File: config.mk
export PLATFORM = sky130hd
export DESIGN_NAME = bip_core
export DESIGN_NICKNAME = d
export VERILOG_FILES = /design/src/bip_pkg.sv /design/src/bip_sync.sv /design/src/bip_prio.sv /design/src/bip_core.sv
export SDC_FILE = /design/constraint.sdc
export NUM_CORES = 1
export LEC_CHECK = 0
export BUFFER_PORTS_ARGS = -buffer_cell sky130_fd_sc_hd__buf_2
export CORE_UTILIZATION = 55
export DETAILED_ROUTE_END_ITERATION = 8
export PLACE_DENSITY = 0.73
export RECOVER_POWER = 100
export SLEW_MARGIN = 5
export SYNTH_ARGS = -nofsm -noshare
export SYNTH_HDL_FRONTEND = slang
export SYNTH_SLANG_ARGS = --single-unit
File: constraint.sdc
create_clock -name clk_i -period 13.38 [get_ports clk_i]
set_input_delay 2.007 -clock clk_i [delete_from_list [all_inputs] [get_ports clk_i]]
set_output_delay 2.007 -clock clk_i [all_outputs]
set_load 0.005 [all_outputs]
File: src/bip_pkg.sv
// Constants and register map of the board interrupt prioritizer.
// Overview of operation
// - Fully nested mode ranks level 0 highest and level 7 lowest.
// - Auto-rotating mode makes the level just serviced the lowest priority.
// - Specific mode ranks levels in sequence after a software-named lowest level.
// - Polled mode exposes the highest pending level in a readable status register.
// - Mode and priority settings may be rewritten any time without reset.
// - Interrupt raised only when best pending request outranks the level in service.
// - One byte write to the mask register masks any set of levels.
// - Each level gets its own vector, 4 bytes apart, block placeable in low 1K.
// - Twenty-six selectable request sources are routed to the prioritizer.
// - Parallel port raises input-full and output-empty requests.
// - Eight prioritized system bus request lines are accepted.
// - Timers, fail-safe timer, six expansion lines, conversion, power-fail, line clock.
// - Power-fail control combines power-fail request with the mains low warning.
// - Non-maskable line goes straight to the processor, vectored through 00008H.
// - Each level is programmable as edge-sensitive or level-sensitive.
package bip_pkg;
    localparam int NLVL = 8;
    localparam int NSRC = 26;
    // Register byte offsets.
    localparam logic [7:0] A_MODE = 8'h00;
    localparam logic [7:0] A_BASE = 8'h04;
    localparam logic [7:0] A_MASK = 8'h08;
    localparam logic [7:0] A_TRIG = 8'h0c;
    localparam logic [7:0] A_ROUTE0 = 8'h10;
    localparam logic [7:0] A_ROUTE1 = 8'h14;
    localparam logic [7:0] A_EOI = 8'h18;
    localparam logic [7:0] A_POLL = 8'h1c;
    localparam logic [7:0] A_PEND = 8'h20;
    localparam logic [7:0] A_EVSTAT = 8'h24;
    localparam logic [7:0] A_EVEN = 8'h28;
    localparam logic [7:0] A_EVCLR = 8'h2c;
    // Priority modes held in the mode register bits 1:0.
    localparam logic [1:0] M_NEST = 2'h0;
    localparam logic [1:0] M_ROT = 2'h1;
    localparam logic [1:0] M_SPEC = 2'h2;
    localparam logic [1:0] M_POLL = 2'h3;
    localparam int MODE_LOW_POS = 4;
    // Source indices on the request source vector.
    localparam int SRC_PPI_IN = 0;
    localparam int SRC_PPI_OUT = 1;
    localparam int SRC_PIO_LINE = 2;
    localparam int SRC_TMR0 = 3;
    localparam int SRC_FAILSAFE = 6;
    localparam int SRC_SYSBUS0 = 7;
    localparam int SRC_EXP0 = 15;
    localparam int SRC_EOC = 21;
    localparam int SRC_PFAIL = 22;
    localparam int SRC_LINECLK = 23;
    localparam int SRC_AUX0 = 24;
    // Reset values.
    localparam logic [1:0] MODE_RST = 2'h0;
    localparam logic [2:0] LOW_RST = 3'h7;
    localparam logic [4:0] BASE_RST = 5'h08;
    localparam logic [7:0] MASK_RST = 8'hff;
    localparam logic [7:0] TRIG_RST = 8'hff;
    localparam logic [31:0] ROUTE0_RST = 32'h0a090807;
    localparam logic [31:0] ROUTE1_RST = 32'h0e0d0c0b;
    // Event status bits.
    localparam int EVW = 3;
    localparam int EV_PFAIL = 0;
    localparam int EV_MLOW = 1;
    localparam int EV_SPUR = 2;
    localparam logic [2:0] SPUR_LVL = 3'h7;
    localparam logic [19:0] NMI_VEC_ADDR = 20'h00008;
endpackage

File: src/bip_sync.sv
// Two-stage synchroniser for pin inputs.
`timescale 1ns/10ps
`default_nettype none
module bip_sync #(
    parameter int W = 27
) (
    // Clock and reset.
    input wire logic clk_i,
    input wire logic rst_i,
    // Asynchronous pins and their synchronised copy.
    input wire logic [W-1:0] d_i,
    output logic [W-1:0] q_o
);
    logic [W-1:0] s1_q;
    logic [W-1:0] s2_q;

    // The first stage feeds only the second stage.
    always_ff @(posedge clk_i) begin
        if (rst_i) begin
            s1_q <= '0;
            s2_q <= '0;
        end else begin
            s1_q <= d_i;
            s2_q <= s1_q;
        end
    end

    assign q_o = s2_q;
endmodule
`default_nettype wire

File: src/bip_prio.sv
// Rotating priority resolver for eight levels.
`timescale 1ns/10ps
`default_nettype none
module bip_prio (
    // Pending, in-service and lowest level.
    input wire logic [7:0] req_i,
    input wire logic [7:0] isr_i,
    input wire logic [2:0] low_i,
    // Best pending and top in-service level.
    output logic [2:0] best_o,
    output logic best_vld_o,
    output logic [2:0] top_o,
    output logic top_vld_o,
    output logic grant_o
);
    logic [2:0] lvl;
    logic [3:0] best_rank;
    logic [3:0] top_rank;

    // Scan from rank 7 down to rank 0 so the last hit wins; rank 0 is the level after low_i.
    always_comb begin
        lvl = '0;
        best_o = '0;
        top_o = '0;
        best_vld_o = 1'b0;
        top_vld_o = 1'b0;
        best_rank = 4'h8;
        top_rank = 4'h8;
        for (int k = 7; k >= 0; k--) begin
            lvl = 3'(low_i + 3'h1 + 3'(k));
            if (req_i[lvl]) begin
                best_o = lvl;
                best_vld_o = 1'b1;
                best_rank = 4'(k);
            end
            if (isr_i[lvl]) begin
                top_o = lvl;
                top_vld_o = 1'b1;
                top_rank = 4'(k);
            end
        end
        grant_o = best_vld_o && (best_rank < top_rank);
    end
endmodule
`default_nettype wire

File: src/bip_core.sv
// Board interrupt prioritizer with Wishbone register access.
//
// The register offsets and the Wishbone register port were left to the implementer.
`timescale 1ns/10ps
`default_nettype none
module bip_core (
    // Clock and reset.
    input wire logic clk_i,
    input wire logic rst_i,
    // Wishbone classic slave.
    input wire logic wb_cyc_i,
    input wire logic wb_stb_i,
    input wire logic wb_we_i,
    input wire logic [7:0] wb_adr_i,
    input wire logic [3:0] wb_sel_i,
    input wire logic [31:0] wb_dat_i,
    output logic [31:0] wb_dat_o,
    output logic wb_ack_o,
    // Request sources and power supply warning pins.
    input wire logic [25:0] src_i,
    input wire logic mains_low_warning_i,
    // Processor side.
    input wire logic inta_i,
    output logic int_o,
    output logic [7:0] vec_o,
    output logic vec_valid_o,
    output logic nmi_o,
    // Event interrupt.
    output logic evt_irq_o
);
    localparam int NL = bip_pkg::NLVL;

    // Picks one source of the source vector; indices past the last source read as zero.
    function automatic logic pick_src(input logic [25:0] s, input logic [4:0] idx);
        logic r;
        r = 1'b0;
        if (idx < 5'(bip_pkg::NSRC)) begin
            r = s[idx];
        end
        return r;
    endfunction

    // True when the write has byte lane k enabled on the register at address a.
    function automatic logic lane_wr(input logic w, input logic [7:0] adr,
                                     input logic [7:0] a, input logic [3:0] sel, input int k);
        return w && (adr == a) && sel[k];
    endfunction

    logic [26:0] pin_s;
    logic [7:0] raw;
    logic [7:0] req;
    logic [2:0] low;
    logic [2:0] best;
    logic [2:0] top;
    logic best_vld;
    logic top_vld;
    logic grant;
    logic bus_req;
    logic wr;
    logic rd;
    logic take;
    logic spur;
    logic pf_s;
    logic ml_s;

    logic [1:0] mode_q, mode_d;
    logic [2:0] low_q, low_d;
    logic [4:0] base_q, base_d;
    logic [7:0] mask_q, mask_d;
    logic [7:0] trig_q, trig_d;
    logic [4:0] route_q [NL];
    logic [4:0] route_d [NL];
    logic [2:0] armed_q, armed_d;
    logic [bip_pkg::EVW-1:0] en_q, en_d;
    logic [bip_pkg::EVW-1:0] stat_q, stat_d;
    logic [7:0] irr_q, irr_d;
    logic [7:0] isr_q, isr_d;
    logic [7:0] prev_q, prev_d;
    logic [2:0] rot_q, rot_d;
    logic [7:0] vec_q, vec_d;
    logic vvld_q, vvld_d;
    logic int_q, int_d;
    logic nmi_q, nmi_d;
    logic ml_prev_q, ml_prev_d;
    logic ack_q, ack_d;
    logic [31:0] dat_q, dat_d;
    logic evt_q, evt_d;

    // Pins are synchronised before any logic looks at them.
    bip_sync #(.W(27)) u_sync (
        .clk_i(clk_i),
        .rst_i(rst_i),
        .d_i({mains_low_warning_i, src_i}),
        .q_o(pin_s)
    );

    assign pf_s = pin_s[bip_pkg::SRC_PFAIL];
    assign ml_s = pin_s[26];

    // Jumper matrix: each level takes one of the 26 sources.
    always_comb begin
        for (int i = 0; i < NL; i++) begin
            raw[i] = pick_src(pin_s[25:0], route_q[i]);
        end
    end

    // Lowest-priority level in force for the current mode.
    always_comb begin
        unique case (mode_q)
            bip_pkg::M_ROT: low = rot_q;
            bip_pkg::M_SPEC: low = low_q;
            default: low = bip_pkg::LOW_RST;
        endcase
    end

    assign req = irr_q & ~mask_q;

    bip_prio u_prio (
        .req_i(req),
        .isr_i(isr_q),
        .low_i(low),
        .best_o(best),
        .best_vld_o(best_vld),
        .top_o(top),
        .top_vld_o(top_vld),
        .grant_o(grant)
    );

    // Bus decode: one request is answered once, in the cycle after it appears.
    // A write lands at the edge where the master samples ack, while it still holds it.
    assign bus_req = wb_cyc_i && wb_stb_i && !ack_q;
    assign wr = wb_cyc_i && wb_stb_i && ack_q && wb_we_i;
    assign rd = bus_req && !wb_we_i;

    // Vectored acknowledge from the processor, or a poll read in polled mode.
    assign take = best_vld && ((inta_i && grant)
                  || (rd && wb_adr_i == bip_pkg::A_POLL && mode_q == bip_pkg::M_POLL));
    assign spur = inta_i && !(best_vld && grant);

    // Configuration registers; all may be rewritten while running.
    always_comb begin
        mode_d = mode_q;
        low_d = low_q;
        base_d = base_q;
        mask_d = mask_q;
        trig_d = trig_q;
        en_d = en_q;
        armed_d = armed_q;
        route_d = route_q;
        if (lane_wr(wr, wb_adr_i, bip_pkg::A_MODE, wb_sel_i, 0)) begin
            mode_d = wb_dat_i[1:0];
            low_d = wb_dat_i[bip_pkg::MODE_LOW_POS +: 3];
            armed_d[0] = 1'b1;
        end
        if (lane_wr(wr, wb_adr_i, bip_pkg::A_BASE, wb_sel_i, 0)) begin
            base_d = wb_dat_i[4:0];
            armed_d[1] = 1'b1;
        end
        if (lane_wr(wr, wb_adr_i, bip_pkg::A_MASK, wb_sel_i, 0)) begin
            mask_d = wb_dat_i[7:0];
            armed_d[2] = 1'b1;
        end
        if (lane_wr(wr, wb_adr_i, bip_pkg::A_TRIG, wb_sel_i, 0)) begin
            trig_d = wb_dat_i[7:0];
        end
        if (lane_wr(wr, wb_adr_i, bip_pkg::A_EVEN, wb_sel_i, 0)) begin
            en_d = wb_dat_i[bip_pkg::EVW-1:0];
        end
        for (int k = 0; k < 4; k++) begin
            if (lane_wr(wr, wb_adr_i, bip_pkg::A_ROUTE0, wb_sel_i, k)) begin
                route_d[k] = wb_dat_i[8*k +: 5];
            end
            if (lane_wr(wr, wb_adr_i, bip_pkg::A_ROUTE1, wb_sel_i, k)) begin
                route_d[k+4] = wb_dat_i[8*k +: 5];
            end
        end
    end

    always_ff @(posedge clk_i) begin
        if (rst_i) begin
            mode_q <= bip_pkg::MODE_RST;
            low_q <= bip_pkg::LOW_RST;
            base_q <= bip_pkg::BASE_RST;
            mask_q <= bip_pkg::MASK_RST;
            trig_q <= bip_pkg::TRIG_RST;
            en_q <= '0;
            armed_q <= '0;
            for (int k = 0; k < 4; k++) begin
                route_q[k] <= bip_pkg::ROUTE0_RST[8*k +: 5];
                route_q[k+4] <= bip_pkg::ROUTE1_RST[8*k +: 5];
            end
        end else begin
            mode_q <= mode_d;
            low_q <= low_d;
            base_q <= base_d;
            mask_q <= mask_d;
            trig_q <= trig_d;
            en_q <= en_d;
            armed_q <= armed_d;
            route_q <= route_d;
        end
    end

    // Request, in-service and processor-side state.
    always_comb begin
        prev_d = raw;
        irr_d = irr_q;
        isr_d = isr_q;
        rot_d = rot_q;
        vec_d = vec_q;
        vvld_d = 1'b0;
        for (int i = 0; i < NL; i++) begin
            if (trig_q[i]) begin
                // Edge level: a new rising edge wins over a clear in the same cycle.
                irr_d[i] = (irr_q[i] && !(take && best == 3'(i)))
                           || (raw[i] && !prev_q[i]);
            end else begin
                irr_d[i] = raw[i];
            end
        end
        if (take) begin
            isr_d[best] = 1'b1;
        end
        if (inta_i) begin
            // Identifier is base times eight plus level, so the vector is 4 bytes per level.
            vec_d = {base_q, grant ? best : bip_pkg::SPUR_LVL};
            vvld_d = 1'b1;
        end
        if (wr && wb_adr_i == bip_pkg::A_EOI && top_vld) begin
            isr_d[top] = 1'b0;
            if (mode_q == bip_pkg::M_ROT) begin
                rot_d = top;
            end
        end
        int_d = (&armed_q) && mode_q != bip_pkg::M_POLL && grant && !take;
        nmi_d = pf_s && ml_s;
        ml_prev_d = ml_s;
    end

    always_ff @(posedge clk_i) begin
        if (rst_i) begin
            prev_q <= '0;
            irr_q <= '0;
            isr_q <= '0;
            rot_q <= bip_pkg::LOW_RST;
            vec_q <= '0;
            vvld_q <= 1'b0;
            int_q <= 1'b0;
            nmi_q <= 1'b0;
            ml_prev_q <= 1'b0;
        end else begin
            prev_q <= prev_d;
            irr_q <= irr_d;
            isr_q <= isr_d;
            rot_q <= rot_d;
            vec_q <= vec_d;
            vvld_q <= vvld_d;
            int_q <= int_d;
            nmi_q <= nmi_d;
            ml_prev_q <= ml_prev_d;
        end
    end

    // Sticky events; a set in the same cycle as a clear is kept.
    always_comb begin
        logic [bip_pkg::EVW-1:0] set;
        logic [bip_pkg::EVW-1:0] clr;
        set = '0;
        clr = '0;
        set[bip_pkg::EV_PFAIL] = nmi_d && !nmi_q;
        set[bip_pkg::EV_MLOW] = ml_s && !ml_prev_q;
        set[bip_pkg::EV_SPUR] = spur;
        if (lane_wr(wr, wb_adr_i, bip_pkg::A_EVCLR, wb_sel_i, 0)) begin
            clr = wb_dat_i[bip_pkg::EVW-1:0];
        end
        stat_d = (stat_q & ~clr) | set;
        evt_d = |(stat_d & en_d); // Registered so the pin comes from a flip-flop.
    end

    always_ff @(posedge clk_i) begin
        if (rst_i) begin
            stat_q <= '0;
            evt_q <= 1'b0;
        end else begin
            stat_q <= stat_d;
            evt_q <= evt_d;
        end
    end

    // Read data and acknowledge; unmapped addresses answer with zero.
    always_comb begin
        ack_d = bus_req;
        dat_d = '0;
        if (rd) begin
            unique case (wb_adr_i)
                bip_pkg::A_MODE: dat_d = {25'h0, low_q, 2'h0, mode_q};
                bip_pkg::A_BASE: dat_d = {27'h0, base_q};
                bip_pkg::A_MASK: dat_d = {24'h0, mask_q};
                bip_pkg::A_TRIG: dat_d = {24'h0, trig_q};
                bip_pkg::A_ROUTE0: dat_d = {3'h0, route_q[3], 3'h0, route_q[2],
                                            3'h0, route_q[1], 3'h0, route_q[0]};
                bip_pkg::A_ROUTE1: dat_d = {3'h0, route_q[7], 3'h0, route_q[6],
                                            3'h0, route_q[5], 3'h0, route_q[4]};
                bip_pkg::A_POLL: dat_d = {24'h0, best_vld, 4'h0, best};
                bip_pkg::A_PEND: dat_d = {16'h0, isr_q, irr_q};
                bip_pkg::A_EVSTAT: dat_d = {29'h0, stat_q};
                bip_pkg::A_EVEN: dat_d = {29'h0, en_q};
                default: dat_d = '0;
            endcase
        end
    end

    always_ff @(posedge clk_i) begin
        if (rst_i) begin
            ack_q <= 1'b0;
            dat_q <= '0;
        end else begin
            ack_q <= ack_d;
            dat_q <= dat_d;
        end
    end

    assign wb_ack_o = ack_q;
    assign wb_dat_o = dat_q;
    assign int_o = int_q;
    assign vec_o = vec_q;
    assign vec_valid_o = vvld_q;
    assign nmi_o = nmi_q;
    assign evt_irq_o = evt_q;

    // Checks on the prioritizer outputs.
    a_int_needs_arm: assert property (@(posedge clk_i) disable iff (rst_i)
        int_o |-> $past(&armed_q))
        else $error("interrupt raised before configuration");
    a_int_outranks: assert property (@(posedge clk_i) disable iff (rst_i)
        int_o |-> $past(grant) && $past(req[best]))
        else $error("interrupt without an outranking request");
    a_poll_no_int: assert property (@(posedge clk_i) disable iff (rst_i)
        $past(mode_q) == bip_pkg::M_POLL |-> !int_o)
        else $error("interrupt raised in polled mode");
    a_vec_layout: assert property (@(posedge clk_i) disable iff (rst_i)
        inta_i && grant |=> vec_valid_o && vec_o == {$past(base_q), $past(best)})
        else $error("vector identifier wrong");
    a_nest_order: assert property (@(posedge clk_i) disable iff (rst_i)
        mode_q == bip_pkg::M_NEST && req[0] |-> best == 3'h0)
        else $error("level zero not highest");
    a_rot_lowest: assert property (@(posedge clk_i) disable iff (rst_i)
        wr && wb_adr_i == bip_pkg::A_EOI && top_vld && mode_q == bip_pkg::M_ROT
        |=> rot_q == $past(top) && !isr_q[$past(top)])
        else $error("serviced level did not become lowest");
    a_mask_blocks: assert property (@(posedge clk_i) disable iff (rst_i)
        int_o |-> $past((irr_q & ~mask_q) != 8'h00))
        else $error("masked level selected");
    a_nmi_follow: assert property (@(posedge clk_i) disable iff (rst_i)
        ##1 nmi_o == $past(pf_s && ml_s))
        else $error("power fail line not followed");
    a_ack_pulse: assert property (@(posedge clk_i) disable iff (rst_i)
        wb_ack_o |=> !wb_ack_o)
        else $error("acknowledge longer than one cycle");
endmodule
`default_nettype wire

Word level (Yosys, flattened, before mapping) --
Index checks and enable logic that the tools add are counted.
Operators by class: add/subtract/negate cells 8, bitwise gates (word level) 10, $lt $le $gt $ge 29, reductions and logical operators 105, muxes and demuxes 124, equal/unequal tests 22
Operator list (number):
- 29-bit case mux with 10 select lines | 1
- 1-bit logical AND | 68
- 4-bit two-way mux | 16
- 1-bit two-way mux | 59
- 3-bit two-way mux | 19
- 1-bit binary-select mux with 3-bit select | 16
- 5-bit by 6-bit less-than comparator with 1-bit output (second input constant) | 8
- 1-bit binary-select mux with 5-bit select | 8
- 3-bit by 4-bit less-than comparator with 1-bit output (second input constant) | 10
- 5-bit less-than comparator (second input constant) | 8
- 8-bit by 5-bit equality test with 1-bit output (second input constant) | 4
- 8-bit by 6-bit equality test with 1-bit output (second input constant) | 4
- 1-bit zero test | 22
- 8-bit bitwise AND | 2
- 8-bit by 4-bit equality test with 1-bit output (second input constant) | 2
- 8-bit two-way mux | 2
- 8-bit NOT | 2
- 3-bit adder (second input constant) | 4
- 3-bit equality test (second input constant) | 4
- 1-bit logical OR | 9
- 8-bit by 3-bit equality test with 1-bit output (second input constant) | 1
- 8-bit zero test | 1
- 8-bit bitwise OR | 1
- 3-bit by 1-bit adder with 3-bit output (second input constant) | 2
- other kinds (19) | 25
Storage, ports and cells: logic and storage cells 330, flip-flop bits (word level) 202

Longest topological paths before layout --
Gate-level depths: netlist (run 1).
depth after elaboration 24, gate-level depth with buffers 22

By module --
Synthesis (run 1) repeated with hierarchy kept, for this count alone.
Second synthesis, totals: cells, all modules 1117, area total of the unflattened synthesis 10956.8 sq um
Modules (own cells, without submodules):
- bip_core | times used 1, sequential area each 2842.7 sq um, area an instance 7644.8 sq um, cells an instance 778
- bip_prio | times used 1, sequential area each 0.0 sq um, area an instance 1868.0 sq um, cells an instance 226
- bip_sync | times used 1, sequential area each 1081.0 sq um, area an instance 1443.9 sq um, cells an instance 113

Worst setup path after synthesis (run 1) --
OpenSTA, ideal clock, no wires.
path kind reg2reg, start point register mode_q[0], end point register irr_q[1], period minus slack after synthesis 5179 ps, data arrival time 5063 ps, cell stages (with the launch flop) 22, setup time 116 ps, path slack 8201 ps, path through dfxtp_1 > inv_1 > ha_1 > a221o_1 > buf_6 > buf_2 > ha_1 > clkbuf_1 > inv_1 > clkbuf_1 > mux4_2 > nor2b_1 > a21oi_1 > nand2_1 > or4_4 > inv_1 > ha_1 > a21oi_1 > o211ai_4 > a21boi_4 > nand2_1 > a41o_1
On the way: word-level cells in the longest chain between the ends 24, elaborated cells on any way between the ends 88, classes of those cells add/sub (8); order compare (1); eq/ne (4); mux (66); reduce/logical (9)
RTL lines:
- start, declared | RTL line bip_core.sv:66 | logic [1:0] mode_q, mode_d;
- start signal, assigned | RTL line bip_core.sv:181 | mode_q <= bip_pkg::MODE_RST;
- start signal, assigned | RTL line bip_core.sv:193 | mode_q <= mode_d;
- 2-bit equality test or 2-bit by 1-bit equality test with 1-bit output (tied branches) | RTL line bip_core.sv:109 | unique case (mode_q)
- 3-bit case mux with 2 select lines | RTL line bip_core.sv:109
- 3-bit by 1-bit adder with 3-bit output | RTL line bip_prio.sv:30 | lvl = 3'(low_i + 3'h1 + 3'(k));
- 3-bit adder | RTL line bip_prio.sv:30
- 1-bit binary-select mux with 3-bit select, on equally long branches | RTL line bip_prio.sv:31, bip_prio.sv:36
- 1-bit two-way mux, on equally long branches | RTL line bip_prio.sv:31, bip_prio.sv:36
- 4-bit two-way mux, on equally long branches (8 in a row) | RTL line bip_prio.sv:31, bip_prio.sv:36
- 4-bit less-than comparator | RTL line bip_prio.sv:42 | grant_o = best_vld_o && (best_rank < top_rank);
- 1-bit logical AND | RTL line bip_prio.sv:42
- 1-bit logical AND | RTL line bip_core.sv:136 | assign take = best_vld && ((inta_i && grant)
- 1-bit logical OR | RTL line bip_core.sv:137 | || (rd && wb_adr_i == bip_pkg::A_POLL && mode_q == bip_pkg::M_POLL));
- 1-bit logical AND | RTL line bip_core.sv:136
- 1-bit logical AND * | RTL line bip_core.sv:215 | irr_d[i] = (irr_q[i] && !(take && best == 3'(i)))
- 1-bit zero test * | RTL line bip_core.sv:215
- 1-bit logical AND * | RTL line bip_core.sv:215
- 1-bit logical OR * | RTL line bip_core.sv:216 | || (raw[i] && !prev_q[i]);
- 1-bit two-way mux * | RTL line bip_core.sv:213 | if (trig_q[i]) begin
- end signal, assigned | RTL line bip_core.sv:253 | irr_q <= irr_d;
- end, declared | RTL line bip_core.sv:76 | logic [7:0] irr_q, irr_d;
Every way passes the cells marked *; elsewhere a longest branch is shown, timed or not. The select of a mux whose other input is x is not followed. A chain may end at the register's enable or synchronous reset.

Worst setup path after layout (run 1) --
start point input rst_i, end point register irr_q[5]
RTL lines:
- start, declared | RTL line bip_core.sv:9 | input wire logic rst_i,
No word-level cell between the ends.

==> results of run 1 <==
-- report_power, final --
part           internal [mW]  switching (mW)
Clock                  0.284           0.239
Combinational         0.0267          0.0257
Sequential             0.594          0.0122
-- flip-flops by register name, indices dropped and copies added (netlist names) --
signal       flops
stat_q           3
u_sync.q_o      27
wb_ack_o         1
mask_q           8
base_q           5
nmi_o            1
low_q            3
int_o            1
wb_dat_o        26
armed_q          3
vec_o            8
en_q             3
u_sync.s1_q     27
mode_q           2
vec_valid_o      1
route_q         40
irr_q            8
rot_q            3
evt_irq_o        1
trig_q           8
prev_q           8
isr_q            8
ml_prev_q        1
-- metal layers --
metal | global-route usage (%) | share of wire, % | wire, um | vias to the layer above
met3 | 5.52 | 8.6 | 2300 | 33
met5 | 0 | 0 | 0 | -
met2 | 43.0 | 45 | 12000 | 402
li1 | - | - | - | 4107
met4 | 8.01 | 1.4 | 370 | 0
met1 | 40.3 | 45 | 12100 | 4104
-- through the flow --
step           cell area (um^2)  hold slack, ns  cells  power (mW)
2_1_floorplan             10300           0.414   1077       0.648
3_3_place_gp              10900           0.416   1348       0.670
3_5_place_dp              10900           0.420   1348       0.671
4_1_cts                   11500           0.438   1380        1.19
5_1_grt                   11500           0.456   1380        1.22
6_report                  11500           0.436   1380        1.18
-- worst max path at each step --
stage               from  endpoint  slack (ns)  depth (start not counted)
2_1_floorplan  mode_q[0]  irr_q[1]        8.20                         21
3_3_place_gp   mode_q[0]  irr_q[1]        7.01                         17
3_5_place_dp   mode_q[1]  irr_q[5]        6.91                         17
4_1_cts        mode_q[0]  irr_q[5]        6.89                         17
5_1_grt            rst_i  irr_q[5]        5.22                          5
6_report           rst_i  irr_q[5]        5.94                          5
-- cell families (layout without fill, tap and decap cells) --
family | after synthesis | count (layout)
AOI/OAI and AO/OA | 213 | 213
adders and majority gates | 8 | 8
DFF | 196 | 196
buffers and inverters | 88 | 162
muxes | 143 | 143
other | 1 | 6
and+or+nand+nor | 417 | 417
xor gates and xnor gates | 6 | 6
-- worst register-to-register path: cells and delay by family (launching register included) --
kind / cells / cell delay, ns
buf+inv: 3 / 0.66
simple gates: 3 / 0.94
flops: 1 / 0.46
mux: 1 / 0.64
compound gates: 7 / 2.75
fa+ha+maj: 3 / 1.68
-- synthesized netlist by cell type (all sizes together), types with 3 or more instances --
| cell type | number | share of area, % |
|---|---|---|
| nand3b | 7 | 0.51 |
| nor4 | 6 | 0.36 |
| nor2b | 70 | 4.2 |
| mux2i | 71 | 7.1 |
| a222oi | 4 | 0.39 |
| and3 | 4 | 0.24 |
| a211oi | 25 | 1.8 |
| o21ai | 22 | 1.1 |
| a22oi | 32 | 2.3 |
| a22o | 5 | 0.42 |
| nand4 | 6 | 0.36 |
| a221oi | 11 | 1.0 |
| mux4 | 64 | 14 |
| a21oi | 55 | 2.8 |
| a21o | 5 | 0.36 |
| o211ai | 9 | 0.84 |
| ha | 8 | 0.97 |
| a2111oi | 4 | 0.34 |
| dfxtp | 196 | 38 |
| nor3 | 17 | 0.83 |
| a21boi | 4 | 0.44 |
| nand3 | 65 | 3.2 |
| nor3b | 6 | 0.44 |
| a221o | 5 | 0.49 |
| mux2 | 8 | 0.91 |
| o22ai | 3 | 0.18 |
| o31ai | 5 | 0.36 |
| o2111ai | 3 | 0.25 |
| clkbuf | 54 | 2.0 |
| a41o | 7 | 0.68 |
| nand2b | 5 | 0.30 |
| a31oi | 4 | 0.24 |
| xnor2 | 4 | 0.34 |
| and2 | 7 | 0.42 |
| nand2 | 129 | 4.7 |
| nor2 | 83 | 3.0 |
| buf | 19 | 1.0 |
| inv | 15 | 0.55 |
-- cell type report --
| class | count | area [um^2] | area share [%] |
|---|---|---|---|
| multi-input cells | 793 | 6010 | 52.5 |
| flip-flops and latches | 196 | 3920 | 34.2 |
| repair buffers | 115 | 568 | 4.96 |
| clock buffers | 17 | 425 | 3.71 |
| well taps | 229 | 287 | 2.50 |
| clock inverters | 15 | 186 | 1.63 |
| inverters | 15 | 56.3 | 0.491 |
==> metrics.txt, run 1 <==
outcome finished with violations; failing checks max-capacitance violations, max-slew violations; Ant. Diodes 0; most frequent cells in the layout 196 x dfxtp_1, 129 x nand2_1, 94 x buf_2; Hold EP u_sync.q_o[9]; routability cong. roughly 0.9; worst hold path depth 1; ys async rst share 0%; number of global-route vias before repair 7930; total CTS buffers 17; predominant post-synthesis flop cell dfxtp_1; WL/cell 19.4 um; chip width 139 um; # rows 49; vias slightly below 9000; Initial DRT Pass Iterations 8; sequential fraction of the synthesis area a little under two fifths; Port Buffers 106; Final Critical Period around 7.4 ns; clk_lat worst skew ~0.43 ns; GR Overflow Total 0; mapped cell area 10300 um^2; CP Class in2reg; Hold Violations, Final 0; post-CTS setup buffer count 0; largest net degree at the start of global routing 70; Synth Area per Inst 9.62 um^2; drt total wl 26.8 mm; synth warn 0; CP Data Required Time 13.70 ns; PnR worst setup slack 5.94 ns; Post-DRT Antenna Nets 0; Buf/Inv on CP 4; dpl ws 6.91 ns; maximum fanout along the worst path 69; Final period util between 50% and 60%; Post-Synth Simple-Gate Area 19.5%; first-pass GRT wire length ~43 mm; RSZ-0062 raised after global routing no; core area 18100 um^2; crit path DAT ~7.8 ns; I/O pin total 122; Max Root-Sink Buffers 2; hold crit path type reg2reg; DRC 0; H-Tree Depth 4; reg2reg setup slack 6.15 ns; # fillers 1521; Worst path slowest cell clkbuf_1; Synth Area in XOR/XNOR 0.777%; GRT Util Overall 28.1%; Worst Tran Pin Value 2.76 ns; mux contribution to synthesized area 22.0%; Die Span Y 139 um; vias per cell roughly 6.3; area fraction in compound gates after synthesis between 10% and 20%; Hold Crit Start u_sync.s1_q[9]; CP Capture Type flop; Synth-to-Final Area Change 11.2%; leak pwr around 4.7 nW; hold_buf cts 0; largest family of logic cells by synthesized area multiplexers; Root Driver clkbuf_16; Clock transition at path regs roughly 0.07 ns; Final Core Density 63.2%; Cell Pwr Density ~100 nW/um^2; upper clock frequency limit around 0.13 GHz; Critical R2R Launch mode_q[0]; initial core utilization a little under three fifths; Worst Skew 0.0193 ns; Mapped Cells 1072; reg2reg end irr_q[7]; fin nets 1223; Max Cap Viol 3; clk sinks 196; First DRT Iteration DRCs 819; Seq cells post-synth 196; Yosys cell types 74; initial antenna violation count 0; Setup-failing EPs final 0; Post-CTS Resized 0; maximum VDD drop 0.0000998 V; family with the most delay on the worst path buffers and inverters; share of layout cells above drive strength 1 roughly 19%; Most common cell on crit path clkbuf_1; Final TNS setup 0 ns; DP HPWL 18.9 mm; number of synthesized flops with an enable pin 0; Synth Area in Adders less than 1%; cells along the critical path clkbuf_1, clkbuf_1, inv_1, clkbuf_1, a41o_1; commonest non-fill, non-tap cell in the layout dfxtp_1; Reg2Reg Depth 17; DIE AREA 19300 um^2; CTS tree yes; relative slew slack -84.1%; max-slew violation count 180; CP max stage delay 2.08 ns; CP startpoint kind primary input
Note: power is estimated with default switching activity, not from simulation.
==> inputs of run 2 (changes only) <==
--- a/config.mk
+++ b/config.mk
@@ -6,7 +6,7 @@
 export NUM_CORES = 1
 export LEC_CHECK = 0
 export BUFFER_PORTS_ARGS = -buffer_cell sky130_fd_sc_hd__buf_2
-export CORE_UTILIZATION = 55
+export CORE_UTILIZATION = 53
 export DETAILED_ROUTE_END_ITERATION = 8
 export PLACE_DENSITY = 0.73
 export RECOVER_POWER = 100
==> constraint.sdc (replaced) <==
create_clock -name clk_i -period 6.71 [get_ports clk_i]
set_input_delay 1.0065 -clock clk_i [delete_from_list [all_inputs] [get_ports clk_i]]
set_output_delay 1.0065 -clock clk_i [all_outputs]
set_load 0.005 [all_outputs]
==> metrics.txt, run 2 (same netlist as run 1, synthesis figures left out) <==
PnR worst setup slack 0.823 ns (was 5.94 ns); Die Span Y 141 um (was 139 um); reg2reg end irr_q[7] (unchanged); vias per cell 6.22 (was 6.27); I/O pin total 122 (unchanged); Worst Tran Pin Value 3.02 ns (was 2.76 ns); Synth-to-Final Area Change 12.2% (was 11.2%); drt total wl 27.5 mm (was 26.8 mm); Final period util 87.7%; Clock transition at path regs 0.08 ns (was 0.07 ns); failing checks max-capacitance violations, max-slew violations (unchanged); clk_lat worst skew 0.44 ns (was 0.43 ns); Final Instance Area 11600 um^2 (was 11500 um^2); DRC 0 (unchanged); upper clock frequency limit 0.170 GHz; Initial DRT Pass Iterations 6 (was 8); CP Capture Type flop (unchanged); largest net degree at the start of global routing 68 (was 70); Final TNS setup 0 ns (unchanged); maximum fanout along the worst path 19 (was 69); Hold Crit Start u_sync.s1_q[9] (unchanged); Hold Violations, Final 0 (unchanged); CP Class reg2reg (was in2reg); Cell Pwr Density 207 nW/um^2 (was 103 nW/um^2); Root Driver clkbuf_16 (unchanged); outcome finished with violations (unchanged); GR Overflow Total 0 (unchanged); chip width 141 um (was 139 um); share of layout cells above drive strength 1 19.6% (was 19.2%); WL/cell 19.4 um (about the same); Post-CTS Resized 0 (unchanged); reg2reg setup slack 0.82 ns (was 6.15 ns); clk sinks 196 (unchanged); vias 8789 (was 8646); dpl ws 1.22 ns (was 6.91 ns); # fillers 1651 (was 1521); First DRT Iteration DRCs 1081 (was 819); hold crit path type reg2reg (unchanged); CTS tree yes (unchanged); Ant. Diodes 0 (unchanged); Final Critical Period 5.89 ns; routability cong. 0.926 (was 0.880); Hold EP u_sync.q_o[9] (unchanged); # rows 50 (was 49); hold_buf cts 0 (unchanged); first-pass GRT wire length 43.7 mm (was 42.8 mm); fin nets 1226 (was 1223); Max Cap Viol 3 (unchanged); worst hold path depth 1 (unchanged); placed inst area 11000 um^2 (was 10900 um^2); Port Buffers 106 (unchanged); leak pwr 4.71 nW (was 4.67 nW); initial antenna violation count 1 (was 0); commonest non-fill, non-tap cell in the layout dfxtp_1 (unchanged); DP HPWL 19.2 mm (was 18.9 mm); core area 18900 um^2 (was 18100 um^2); H-Tree Depth 4 (unchanged); Setup-failing EPs final 0 (unchanged); relative slew slack -102% (was -84.1%); max FFs per register 40 (unchanged); GRT Util Overall 28.2% (was 28.1%); Top reg by flops route_q (unchanged); post-CTS setup buffer count 0 (unchanged); CP startpoint kind flop (was primary input); RSZ-0062 raised after global routing no (unchanged); Reg2Reg Depth 17 (unchanged); Max Root-Sink Buffers 2 (unchanged); total CTS buffers 17 (unchanged); maximum VDD drop 0.000221 V (was 0.0000998 V); Post-DRT Antenna Nets 0 (unchanged); Critical R2R Launch mode_q[1] (was mode_q[0]); Worst Skew 0.00955 ns (was 0.0193 ns); number of global-route vias before repair 8114 (was 7930); most frequent cells in the layout 196 x dfxtp_1, 129 x nand2_1, 96 x buf_2 (was 196 x dfxtp_1, 129 x nand2_1, 94 x buf_2); crit path DAT 6.22 ns (was 7.76 ns); initial core utilization 54.6% (was 56.8%); CP Data Required Time 7.04 ns (was 13.70 ns); DIE AREA 20000 um^2 (was 19300 um^2); max-slew violation count 169 (was 180)
run 2: layer usage:
metal | GRT usage, % | wire length (um) | vias to the layer above
met4 | 8.26 | 529 | 0
met5 | 0 | 0 | -
met3 | 4.49 | 2210 | 50
met2 | 44.9 | 12800 | 411
met1 | 39.6 | 11900 | 4216
li1 | - | - | 4112
run 2: worst max-delay path, stage by stage, from the launching register on:
cell and delay, ns:
dfxtp_1 0.47, inv_1 0.08, ha_1 0.25, a221o_1 0.40, buf_4 0.24, inv_1 0.52, ha_1 0.50, xnor3_1 0.56
mux2i_1 0.40, nand3_1 0.23, or4_1 0.60, inv_1 0.09, ha_1 0.24, a21oi_1 0.18, o211ai_1 0.24, a21boi_4 0.38
a211oi_1 0.13, a21o_1 0.28
run 2: power breakdown:
part           internal [mW]  switching, mW  leakage, nW
Clock                  0.553          0.529        0.306
Sequential              1.18         0.0253         1.60
Combinational         0.0530         0.0518         2.81
run 2: area by class of cell:
class                      count  area [um^2]  share of cell area (%)
clock inverter                15          216                    1.87
multi-input combinational    793         6020                    52.1
tap                          260          325                    2.81
clock buffer                  17          425                    3.68
timing repair buffer         118          593                    5.13
sequential                   196         3920                    33.9
inverter                      15         56.3                   0.487
run 2: how the worst max path moves through the flow:
stage | start | to | slack, ns | cells past startpoint
6_report | mode_q[1] | irr_q[7] | 0.82 | 17
5_1_grt | mode_q[1] | irr_q[7] | 0.38 | 17
4_1_cts | mode_q[1] | irr_q[3] | 1.19 | 17
3_5_place_dp | mode_q[1] | irr_q[0] | 1.22 | 17
3_3_place_gp | mode_q[0] | irr_q[0] | 1.32 | 17
2_1_floorplan | mode_q[0] | irr_q[1] | 1.53 | 21
run 2: stage by stage:
stage / std cells / hold WS, ns / util (%) / total power, mW
global route: 1414 / 0.454 / 61.2 / 2.47
global placement: 1382 / 0.415 / 58.1 / 1.34
floorplan: 1077 / 0.414 / - / 1.29
CTS: 1414 / 0.441 / 61.5 / 2.41
finish: 1414 / 0.440 / 61.2 / 2.40
detailed placement: 1382 / 0.422 / 58.1 / 1.34
